<file path="src/core/dtc_pkg.sv">
package dtc_pkg;

    ////////////////////////////////////////////////////////////////////////////
    // Register map, byte addresses on the plain register port
    localparam logic [7:0]  DTC_TIMING_ADDR  = 8'h00;
    localparam logic [7:0]  DTC_CONFIG_ADDR  = 8'h04;
    localparam logic [7:0]  DTC_STATUS_ADDR  = 8'h08;

    ////////////////////////////////////////////////////////////////////////////
    // Timing register field positions
    localparam int          DTC_RFC_HI       = 31;
    localparam int          DTC_RFC_LO       = 25;
    localparam int          DTC_RP_HI        = 24;
    localparam int          DTC_RP_LO        = 22;
    localparam int          DTC_RCD_HI       = 21;
    localparam int          DTC_RCD_LO       = 19;
    localparam int          DTC_WR_HI        = 18;
    localparam int          DTC_WR_LO        = 16;
    localparam int          DTC_RAS_HI       = 15;
    localparam int          DTC_RAS_LO       = 11;
    localparam int          DTC_RC_HI        = 10;
    localparam int          DTC_RC_LO        = 6;
    localparam int          DTC_RRD_HI       = 5;
    localparam int          DTC_RRD_LO       = 3;
    localparam int          DTC_RSVD_BIT     = 2;
    localparam int          DTC_WTR_HI       = 1;
    localparam int          DTC_WTR_LO       = 0;

    // Reset value and writable-bit mask of the timing register
    localparam logic [31:0] DTC_TIMING_RESET = {7'h3F, 3'h7, 3'h7, 3'h7,
                                                5'h1F, 5'h1F, 3'h7, 1'h0, 2'h3};
    localparam logic [31:0] DTC_TIMING_WMASK = 32'hFFFFFFFB;

    ////////////////////////////////////////////////////////////////////////////
    // Configuration register bits
    localparam int          DTC_CFG_ENABLE   = 0;
    localparam int          DTC_CFG_UNLOCK   = 1;
    localparam logic [31:0] DTC_CFG_RESET    = 32'h00000000;
    localparam logic [31:0] DTC_CFG_WMASK    = 32'h00000003;

    // Status register field positions
    localparam int          DTC_ST_ACT_LO    = 0;
    localparam int          DTC_ST_RW_LO     = 8;
    localparam int          DTC_ST_RFC       = 16;
    localparam int          DTC_ST_RRD       = 17;
    localparam int          DTC_ST_WTR       = 18;

    ////////////////////////////////////////////////////////////////////////////
    // Banks and counters
    localparam int          DTC_NUM_BANKS    = 8;
    localparam int          DTC_BANK_W       = 3;
    localparam logic [6:0]  DTC_ZERO7        = 7'h00;
    localparam logic [4:0]  DTC_ZERO5        = 5'h00;
    localparam logic [2:0]  DTC_ZERO3        = 3'h0;
    localparam logic [1:0]  DTC_ZERO2        = 2'h0;

    // Commands toward the SDRAM
    typedef enum logic [2:0] {
        DTC_CMD_NOP = 3'b000,
        DTC_CMD_REF = 3'b001,
        DTC_CMD_LMR = 3'b010,
        DTC_CMD_ACT = 3'b011,
        DTC_CMD_PRE = 3'b100,
        DTC_CMD_RD  = 3'b101,
        DTC_CMD_WR  = 3'b110
    } dtc_cmd_t;

    // One-hot bank select, used for every per-bank event
    function automatic logic [DTC_NUM_BANKS-1:0] dtc_bank_sel(
        input logic [DTC_BANK_W-1:0] bank,
        input logic                  hit
    );
        logic [DTC_NUM_BANKS-1:0] sel;
        sel       = '0;
        sel[bank] = hit;
        return sel;
    endfunction

endpackage

</file>
<file path="src/core/dtc_timer_if.sv">
`timescale 1ns/1ps
interface dtc_timer_if;
    logic [2:0] rp_val;   // Precharge gap field
    logic [2:0] rcd_val;  // Row-to-column field
    logic [2:0] wr_val;   // Write-recovery field
    logic [4:0] ras_val;  // Active-to-precharge field
    logic [4:0] rc_val;   // Row-cycle field
    logic       act;      // Activate issued to this bank
    logic       pre;      // Precharge issued to this bank
    logic       wr;       // Write issued to this bank
    logic       act_ok;   // Activate allowed
    logic       rw_ok;    // Read or write allowed
    logic       pre_ok;   // Precharge allowed
    logic       rp_ok;    // Precharge gap expired

    modport ctrl  (output rp_val, rcd_val, wr_val, ras_val, rc_val, act, pre, wr,
                   input  act_ok, rw_ok, pre_ok, rp_ok);
    modport timer (input  rp_val, rcd_val, wr_val, ras_val, rc_val, act, pre, wr,
                   output act_ok, rw_ok, pre_ok, rp_ok);
endinterface

</file>
<file path="src/core/dtc_bank_timer.sv">
`timescale 1ns/1ps
module dtc_bank_timer
    import dtc_pkg::*;
(
    input  wire logic  clk,    // Controller clock
    input  wire logic  rst_n,  // Synchronised reset, active low
    dtc_timer_if.timer tif     // Loads, events and expiry flags
);
    logic [2:0] rp_cnt, rcd_cnt, wr_cnt;
    logic [4:0] ras_cnt, rc_cnt;
    logic [2:0] next_rp_cnt, next_rcd_cnt, next_wr_cnt;
    logic [4:0] next_ras_cnt, next_rc_cnt;

    // Load field on event, otherwise count down to zero
    always_comb begin
        next_rp_cnt  = (rp_cnt  != DTC_ZERO3) ? rp_cnt  - 3'h1 : rp_cnt;
        next_rcd_cnt = (rcd_cnt != DTC_ZERO3) ? rcd_cnt - 3'h1 : rcd_cnt;
        next_wr_cnt  = (wr_cnt  != DTC_ZERO3) ? wr_cnt  - 3'h1 : wr_cnt;
        next_ras_cnt = (ras_cnt != DTC_ZERO5) ? ras_cnt - 5'h01 : ras_cnt;
        next_rc_cnt  = (rc_cnt  != DTC_ZERO5) ? rc_cnt  - 5'h01 : rc_cnt;
        if (tif.act) begin
            next_rcd_cnt = tif.rcd_val;
            next_ras_cnt = tif.ras_val;
            next_rc_cnt  = tif.rc_val;
        end
        if (tif.pre) begin
            next_rp_cnt = tif.rp_val;
        end
        if (tif.wr) begin
            next_wr_cnt = tif.wr_val;
        end
    end

    // Counter registers
    always_ff @(posedge clk or negedge rst_n) begin
        if (!rst_n) begin
            rp_cnt  <= DTC_ZERO3;
            rcd_cnt <= DTC_ZERO3;
            wr_cnt  <= DTC_ZERO3;
            ras_cnt <= DTC_ZERO5;
            rc_cnt  <= DTC_ZERO5;
        end else begin
            rp_cnt  <= next_rp_cnt;
            rcd_cnt <= next_rcd_cnt;
            wr_cnt  <= next_wr_cnt;
            ras_cnt <= next_ras_cnt;
            rc_cnt  <= next_rc_cnt;
        end
    end

    // A zero count means the gap has fully elapsed
    assign tif.rp_ok  = (rp_cnt == DTC_ZERO3);
    assign tif.act_ok = (rp_cnt == DTC_ZERO3) && (rc_cnt == DTC_ZERO5);
    assign tif.rw_ok  = (rcd_cnt == DTC_ZERO3);
    assign tif.pre_ok = (ras_cnt == DTC_ZERO5) && (wr_cnt == DTC_ZERO3);

endmodule // dtc_bank_timer

</file>
<file path="src/core/dtc_top.sv">
// The plain strobed port and the register offsets were chosen for this implementation.
`timescale 1ns/1ps
// Notes on behaviour
// - refresh/load-mode to refresh/activate waits rfc+1
// - precharge to refresh/activate waits rp+1
// - activate to read/write waits rcd+1
// - last write to precharge waits wr+1
// - changed write-recovery while enabled starts initialization
// - activate to precharge waits ras+1
// - activate to activate waits rc+1
// - activate to other-bank activate waits rrd+1
// - reserved bit two reads zero, ignores writes
// - last write to read waits wtr+1
// - timing writes taken only while unlocked
module dtc_top
    import dtc_pkg::*;
(
    input  wire logic                  ref_clk,    // Controller clock, 20 MHz
    input  wire logic                  reset_n,    // Asynchronous reset, active low
    input  wire logic [7:0]            reg_addr,   // Register byte address
    input  wire logic [31:0]           reg_wdata,  // Register write data
    input  wire logic                  reg_wr,     // Register write strobe
    input  wire logic                  reg_rd,     // Register read strobe
    output logic      [31:0]           reg_rdata,  // Read data, cycle after strobe
    input  wire logic                  cmd_valid,  // Scheduler offers a command
    input  wire dtc_cmd_t              cmd_kind,   // Offered command
    input  wire logic [DTC_BANK_W-1:0] cmd_bank,   // Offered command bank
    output logic                       cmd_ready,  // All gaps for the offer elapsed
    output dtc_cmd_t                   mem_cmd,    // Command sent to SDRAM
    output logic      [DTC_BANK_W-1:0] mem_bank,   // Bank sent to SDRAM
    output logic                       init_start  // Initialization request pulse
);

    ////////////////////////////////////////////////////////////////////////////
    // Reset release through two flip-flops
    logic rst_meta, rst_n;

    always_ff @(posedge ref_clk or negedge reset_n) begin
        if (!reset_n) begin
            rst_meta <= 1'b0;
            rst_n    <= 1'b0;
        end else begin
            rst_meta <= 1'b1;
            rst_n    <= rst_meta;
        end
    end

    ////////////////////////////////////////////////////////////////////////////
    // Registers
    logic [31:0] timing_reg, config_reg, status_word;
    logic [31:0] next_timing_reg, next_config_reg, next_rdata;
    logic        next_init_start;
    logic        timing_wr_hit, timing_take, wr_field_changed;

    assign timing_wr_hit    = reg_wr && (reg_addr == DTC_TIMING_ADDR);
    assign timing_take      = timing_wr_hit && config_reg[DTC_CFG_UNLOCK];
    assign wr_field_changed = reg_wdata[DTC_WR_HI:DTC_WR_LO]
                              != timing_reg[DTC_WR_HI:DTC_WR_LO];

    // Write decode, read mux and the initialization trigger
    always_comb begin
        next_timing_reg = timing_reg;
        next_config_reg = config_reg;
        next_rdata      = 32'h00000000;
        next_init_start = 1'b0;
        if (timing_take) begin
            // Reserved bit kept at zero whatever is written
            next_timing_reg = reg_wdata & DTC_TIMING_WMASK;
            next_init_start = wr_field_changed && config_reg[DTC_CFG_ENABLE];
        end else if (reg_wr && (reg_addr == DTC_CONFIG_ADDR)) begin
            next_config_reg = reg_wdata & DTC_CFG_WMASK;
        end
        if (reg_rd) begin
            if (reg_addr == DTC_TIMING_ADDR) begin
                next_rdata = timing_reg;
            end else if (reg_addr == DTC_CONFIG_ADDR) begin
                next_rdata = config_reg;
            end else if (reg_addr == DTC_STATUS_ADDR) begin
                next_rdata = status_word;
            end else begin
                next_rdata = 32'h00000000; // Unmapped reads as zero
            end
        end
    end

    // Register file flops
    always_ff @(posedge ref_clk or negedge rst_n) begin
        if (!rst_n) begin
            timing_reg <= DTC_TIMING_RESET;
            config_reg <= DTC_CFG_RESET;
            reg_rdata  <= 32'h00000000;
            init_start <= 1'b0;
        end else begin
            timing_reg <= next_timing_reg;
            config_reg <= next_config_reg;
            reg_rdata  <= next_rdata;
            init_start <= next_init_start;
        end
    end

    ////////////////////////////////////////////////////////////////////////////
    // Field views
    logic [6:0] rfc_val;
    logic [2:0] rp_val, rcd_val, wr_val, rrd_val;
    logic [4:0] ras_val, rc_val;
    logic [1:0] wtr_val;

    assign rfc_val = timing_reg[DTC_RFC_HI:DTC_RFC_LO];
    assign rp_val  = timing_reg[DTC_RP_HI:DTC_RP_LO];
    assign rcd_val = timing_reg[DTC_RCD_HI:DTC_RCD_LO];
    assign wr_val  = timing_reg[DTC_WR_HI:DTC_WR_LO];
    assign ras_val = timing_reg[DTC_RAS_HI:DTC_RAS_LO];
    assign rc_val  = timing_reg[DTC_RC_HI:DTC_RC_LO];
    assign rrd_val = timing_reg[DTC_RRD_HI:DTC_RRD_LO];
    assign wtr_val = timing_reg[DTC_WTR_HI:DTC_WTR_LO];

    ////////////////////////////////////////////////////////////////////////////
    // Per-bank timers
    logic                     cmd_fire;
    logic [DTC_NUM_BANKS-1:0] act_sel, pre_sel, wr_sel;
    logic [DTC_NUM_BANKS-1:0] act_ok_v, rw_ok_v, pre_ok_v, rp_ok_v;

    assign cmd_fire = cmd_valid && cmd_ready;
    assign act_sel  = dtc_bank_sel(cmd_bank, cmd_fire && (cmd_kind == DTC_CMD_ACT));
    assign pre_sel  = dtc_bank_sel(cmd_bank, cmd_fire && (cmd_kind == DTC_CMD_PRE));
    assign wr_sel   = dtc_bank_sel(cmd_bank, cmd_fire && (cmd_kind == DTC_CMD_WR));

    // One timer per bank so that open rows age independently
    generate
        for (genvar b = 0; b < DTC_NUM_BANKS; b++) begin : g_bank
            dtc_timer_if bif ();

            assign bif.rp_val  = rp_val;
            assign bif.rcd_val = rcd_val;
            assign bif.wr_val  = wr_val;
            assign bif.ras_val = ras_val;
            assign bif.rc_val  = rc_val;
            assign bif.act     = act_sel[b];
            assign bif.pre     = pre_sel[b];
            assign bif.wr      = wr_sel[b];
            assign act_ok_v[b] = bif.act_ok;
            assign rw_ok_v[b]  = bif.rw_ok;
            assign pre_ok_v[b] = bif.pre_ok;
            assign rp_ok_v[b]  = bif.rp_ok;

            dtc_bank_timer u_timer (
                .clk   (ref_clk),
                .rst_n (rst_n),
                .tif   (bif.timer)
            );
        end
    endgenerate

    ////////////////////////////////////////////////////////////////////////////
    // Device-wide timers: refresh cycle, activate spacing, write-to-read
    logic [6:0] rfc_cnt, next_rfc_cnt;
    logic [2:0] rrd_cnt, next_rrd_cnt;
    logic [1:0] wtr_cnt, next_wtr_cnt;
    logic       rfc_ok, rrd_ok, wtr_ok, all_rp_ok;

    always_comb begin
        next_rfc_cnt = (rfc_cnt != DTC_ZERO7) ? rfc_cnt - 7'h01 : rfc_cnt;
        next_rrd_cnt = (rrd_cnt != DTC_ZERO3) ? rrd_cnt - 3'h1 : rrd_cnt;
        next_wtr_cnt = (wtr_cnt != DTC_ZERO2) ? wtr_cnt - 2'h1 : wtr_cnt;
        if (cmd_fire && (cmd_kind == DTC_CMD_REF || cmd_kind == DTC_CMD_LMR)) begin
            next_rfc_cnt = rfc_val;
        end
        if (cmd_fire && cmd_kind == DTC_CMD_ACT) begin
            next_rrd_cnt = rrd_val;
        end
        if (cmd_fire && cmd_kind == DTC_CMD_WR) begin
            next_wtr_cnt = wtr_val;
        end
    end

    // Device-wide counter flops
    always_ff @(posedge ref_clk or negedge rst_n) begin
        if (!rst_n) begin
            rfc_cnt <= DTC_ZERO7;
            rrd_cnt <= DTC_ZERO3;
            wtr_cnt <= DTC_ZERO2;
        end else begin
            rfc_cnt <= next_rfc_cnt;
            rrd_cnt <= next_rrd_cnt;
            wtr_cnt <= next_wtr_cnt;
        end
    end

    assign rfc_ok    = (rfc_cnt == DTC_ZERO7);
    assign rrd_ok    = (rrd_cnt == DTC_ZERO3);
    assign wtr_ok    = (wtr_cnt == DTC_ZERO2);
    assign all_rp_ok = &rp_ok_v;

    ////////////////////////////////////////////////////////////////////////////
    // Admission: a command passes only when every gap it depends on is done
    always_comb begin
        case (cmd_kind)
            DTC_CMD_REF: cmd_ready = rfc_ok && all_rp_ok;
            DTC_CMD_LMR: cmd_ready = rfc_ok && all_rp_ok;
            DTC_CMD_ACT: cmd_ready = rfc_ok && rrd_ok && act_ok_v[cmd_bank];
            DTC_CMD_PRE: cmd_ready = pre_ok_v[cmd_bank];
            DTC_CMD_RD:  cmd_ready = rw_ok_v[cmd_bank] && wtr_ok;
            DTC_CMD_WR:  cmd_ready = rw_ok_v[cmd_bank];
            default:     cmd_ready = 1'b1;
        endcase
    end

    // Status view of the expiry flags
    always_comb begin
        status_word = 32'h00000000;
        status_word[DTC_ST_ACT_LO +: DTC_NUM_BANKS] = act_ok_v;
        status_word[DTC_ST_RW_LO  +: DTC_NUM_BANKS] = rw_ok_v;
        status_word[DTC_ST_RFC] = rfc_ok;
        status_word[DTC_ST_RRD] = rrd_ok;
        status_word[DTC_ST_WTR] = wtr_ok;
    end

    // Issued command register; idle cycles send a no-operation
    always_ff @(posedge ref_clk or negedge rst_n) begin
        if (!rst_n) begin
            mem_cmd  <= DTC_CMD_NOP;
            mem_bank <= '0;
        end else begin
            mem_cmd  <= cmd_fire ? cmd_kind : DTC_CMD_NOP;
            mem_bank <= cmd_fire ? cmd_bank : mem_bank;
        end
    end

    logic fire_act, fire_pre, fire_ref, fire_rd, fire_wr;
    assign fire_act = cmd_fire && cmd_kind == DTC_CMD_ACT;
    assign fire_pre = cmd_fire && cmd_kind == DTC_CMD_PRE;
    assign fire_ref = cmd_fire && (cmd_kind == DTC_CMD_REF || cmd_kind == DTC_CMD_LMR);
    assign fire_rd  = cmd_fire && cmd_kind == DTC_CMD_RD;
    assign fire_wr  = cmd_fire && cmd_kind == DTC_CMD_WR;
endmodule // dtc_top

</file>
<file path="config.mk">
export PLATFORM = sky130hd
export DESIGN_NAME = dtc_top
export DESIGN_NICKNAME = d
export VERILOG_FILES = /design/src/core/dtc_pkg.sv /design/src/core/dtc_timer_if.sv /design/src/core/dtc_bank_timer.sv /design/src/core/dtc_top.sv
export SDC_FILE = /design/constraint.sdc
export NUM_CORES = 1
export LEC_CHECK = 0
export BUFFER_PORTS_ARGS = -buffer_cell sky130_fd_sc_hd__buf_2
export CAP_MARGIN = 20
export CORE_MARGIN = 4
export CORE_UTILIZATION = 60
export DETAILED_ROUTE_END_ITERATION = 8
export GPL_TIMING_DRIVEN = 0
export MAX_ROUTING_LAYER = met4
export PLACE_DENSITY = 0.8
export SYNTH_ARGS = -nofsm -noshare
export SYNTH_HDL_FRONTEND = slang
export SYNTH_SLANG_ARGS = --single-unit
export TNS_END_PERCENT = 1
</file>
<file path="constraint.sdc">
create_clock -name ref_clk -period 11.8 [get_ports ref_clk]
set_input_delay 1.18 -clock ref_clk [delete_from_list [all_inputs] [get_ports ref_clk]]
set_output_delay 1.18 -clock ref_clk [all_outputs]
set_load 0.02 [all_outputs]
</file>
==> impl_metrics.py <==
metrics = {
    "grt": {
        "use_met1_pct": 35.07,
        "busiest_layer": "met2",
        "antenna_found_initial": 0,
        "grt_use_total_pct": 26.85,
        "first_global_vias": 9729,
        "gr-usage-met3_pct": 3.190,
        "globalRouteOverflowTotal": 0,
        "met2_usage_pct": 44.92,
        "grt_pass1_wl_um": 50830,
        "grt_max_degree": 68,
    },
    "layout": {
        "multi_input_area_sq_um": 6563,
        "syn2layout_area_growth_pct": 13.43,
        "num-fill-cells": 1539,
        "layout_common_cells": "dfrtp_1, mux2_2, nand2_1, buf_2, inv_1",
        "layout.cells.most_common": "dfrtp_1",
        "reg_top3": "g_bank.u_timer.ras_cnt x40, g_bank.u_timer.rc_cnt x40, reg_rdata x32",
        "drive_gt1_share_pct": 23.73,
        "layout.area.seq_sq_um": 5997,
        "finalNetCount": 1517,
        "antennaDiodeCount": 0,
    },
    "pwr": {
        "p_sw_w": 0.001265,
        "power_frac_comb_pct": 40.5,
        "p_leak_nw": 7.010,
        "power_per_cell_area_nw_per_um2": 248.3,
        "p_int_w": 0.002446,
        "max-vdd-ir-drop_v": 0.0001461,
        "swShare_pct": 34.09,
        "power_frac_seq_pct": 37.1,
        "pwr-share-clk_pct": 22.4,
    },
    "worst_setup_path": {
        "timing.critical_path.fanout_max": 10,
        "reg2reg_to": "g_bank[0].u_timer.rc_cnt[1]",
        "rrSetupSlack_ns": 8.17,
        "ff2ff_path_depth": 11,
        "worst_ep_arrival_time_ns": 3.53,
        "worstSetupStartpointType": "input port",
        "crit_start": "cmd_bank[0]",
        "cp_common_cell": "buf_2",
        "r2r-start": "g_bank[5].u_timer.rc_cnt[1]",
        "path_cells": "buf_2 -> clkbuf_1 -> nor3b_1 -> a221oi_1 -> a31oi_1 -> nand3_1 -> buf_2",
        "max_stage_delay_ns": 0.75,
        "required_ns": 10.62,
        "slowest_stage": "nor3b_1",
        "critPathTopFamily": "simple AND/OR/NAND/NOR gates",
        "path_class": "input port to primary output",
        "path_buf_inv": 3,
        "cp_num_cells": 7,
        "cp-endpoint": "cmd_ready",
        "end_kind": "primary output",
    },
    "sta": {
        "maxSlewViolCount": 0,
        "finClkSkew_ns": 0.009103,
        "fin_crit_sh_pct": 39.89,
        "fin_tns_setup_ns": 0,
        "rsz0062_at_grt": "no",
        "hold_viol": 0,
        "slew_headroom_pct": 31.99,
        "whs_ns": 0.3506,
        "clock.fmax_ghz": 0.2124,
        "worst_pin_slew_ns": 1.017,
        "fin_crit_ns": 4.707,
        "setup_viol": 0,
    },
    "run": {
        "maxCapViolCount": 0,
    },
    "drt": {
        "drt_iter0_markers": 606,
        "finalWirelength_um": 31300,
        "first_pass_iters": 5,
        "wl_per_cell_um": 18.70,
        "num_vias": 9586,
        "postRouteAntennaNets": 0,
        "viasPerCell": 5.726,
        "drc": 0,
    },
    "yosys": {
        "async_flop_share_pct": 100.0,
        "ys_seq_elements": 238,
        "synth_edf_count": 0,
        "yosysUniqueCellTypes": 56,
        "syn_inst": 1259,
        "syn_area_sq_um": 13180,
        "seq_area_frac_synth_pct": 45.49,
        "synth_top_flop_cell": "dfrtp_1",
        "syn_area_per_cell_sq_um": 10.46,
        "syn_nets": 1395,
        "yosysWarningCount": 0,
    },
    "clocking": {
        "cts-buffers-inserted": 25,
        "cts.sinks": 238,
        "hold_buffers": 0,
        "clockBufferDepth": 3,
        "htree_num_levels": 1,
        "cts_root_buf": "clkbuf_16",
        "ctsResizeCount": 0,
        "path_clk_slew_ns": 0.06,
        "cts_tree": "done",
        "post_cts_buffers": 0,
        "clk-insertion-delay-late_ns": 0.52,
    },
    "floorplan": {
        "die_x_um": 156.2,
        "core-area_sq_um": 21290,
        "row_count": 53,
        "initial_core_util_pct": 61.89,
        "die_h_um": 156.2,
        "floorplan.die_area_sq_um": 24390,
        "io_pins": 91,
    },
    "min_path": {
        "holdCritPathClass": "register to register",
    },
    "place": {
        "globalplace.congestion": 0.8871,
        "dp_hpwl_um": 22270,
        "portBuffers": 87,
    },
    "outcome": {
        "outcome": "finished, final reports clean",
    },
}
==> power by group through the flow <==
stage               clock network [W]  registers (W)  logic, W
floorplan                           0        0.00134   0.00121
global placement                    0        0.00137   0.00137
detailed placement                  0        0.00138   0.00149
CTS                          0.000846        0.00137   0.00151
global route                 0.000875        0.00141   0.00171
finish                       0.000833        0.00138   0.00150
==> kinds of logic (layout without fill, tap and decap cells) <==
kind of cell             count (synthesis)  after routing  share of synthesized area, %
multiplexers                           168            168                         14.43
XOR/XNOR                                87             87                         5.783
AO/OA/AOI/OAI                          148            148                         6.591
buffers and inverters                  152            292                         4.701
adder cells (fa/ha/maj)                 85             85                         8.072
AND/OR/NAND/NOR                        380            380                         14.90
flip-flops                             238            238                         45.49
other                                    1              1                       0.02846
==> worst min path at each step <==
stage	startpoint	end	slack, ns	cells past startpoint
finish	rst_meta	rst_n	0.35	0
global route	rst_meta	rst_n	0.36	0
CTS	rst_meta	rst_n	0.36	0
detailed placement	rst_meta	rst_n	0.34	0
global placement	rst_meta	rst_n	0.34	0
floorplan	rst_meta	rst_n	0.33	0
==> routing by layer <==
layer / wire length, um / up-vias
li1: - / 4506
met1: 13290 / 4746
met2: 15500 / 276
met3: 1641 / 58
met4: 867 / 0
met5: 0 / -
==> cell usage after synthesis (2+ instances only) <==
cell type / n / area (sq um)
dfrtp_1: 208 / 5205
mux2_2: 131 / 1475
nand2_1: 123 / 461.7
inv_1: 97 / 364.1
ha_1: 85 / 1064
o21ai_0: 83 / 415.4
nor2_1: 77 / 289.0
xnor2_1: 66 / 578.1
and3_1: 36 / 225.2
clkbuf_1: 36 / 135.1
a21oi_1: 32 / 160.2
dfstp_2: 30 / 788.3
nor3_1: 29 / 145.1
xor2_1: 21 / 183.9
nand2b_1: 20 / 125.1
nand3_1: 18 / 90.09
mux2i_1: 16 / 160.2
mux2_1: 13 / 146.4
nor2b_1: 13 / 81.33
and2_1: 10 / 62.56
buf_2: 9 / 45.04
mux2_4: 8 / 120.1
o2bb2ai_1: 8 / 70.07
nor3b_1: 7 / 52.55
or4b_1: 7 / 70.07
a22o_1: 6 / 52.55
nand3b_1: 6 / 45.04
nor4b_1: 5 / 43.79
nor4b_2: 5 / 75.07
or3_1: 5 / 31.28
a32oi_1: 4 / 35.03
buf_4: 4 / 30.03
nand3_2: 4 / 40.04
a2111oi_0: 3 / 26.28
buf_1: 3 / 11.26
buf_6: 3 / 33.78
nor4_1: 3 / 18.77
a21boi_1: 2 / 15.01
a221oi_1: 2 / 17.52
and2_0: 2 / 12.51
and3b_1: 2 / 17.52
and4_1: 2 / 17.52
nand4_1: 2 / 12.51
==> final cells by class <==
class	instances	area share [%]
clock buffer	37	4.889
clock inverter	8	0.9545
tap	275	2.302
timing repair buffer	95	3.667
multi-input combinational	869	43.91
inverter	97	2.436
buffer	55	1.708
sequential	238	40.13
==> stage by stage <==
step	cell area (sq um)	worst slack [ns]	instances	util, %	total power, W
3_5_place_dp	14070	7.185	1628	66.08	0.002867
2_1_floorplan	13180	4.729	1259	-	0.002550
5_1_grt	14940	6.922	1674	70.21	0.004001
6_report	14940	7.093	1674	70.21	0.003711
3_3_place_gp	13950	1.983	1621	65.56	0.002743
4_1_cts	14940	7.174	1673	70.18	0.003728
No activity file was read; power rests on OpenSTA's default activity.
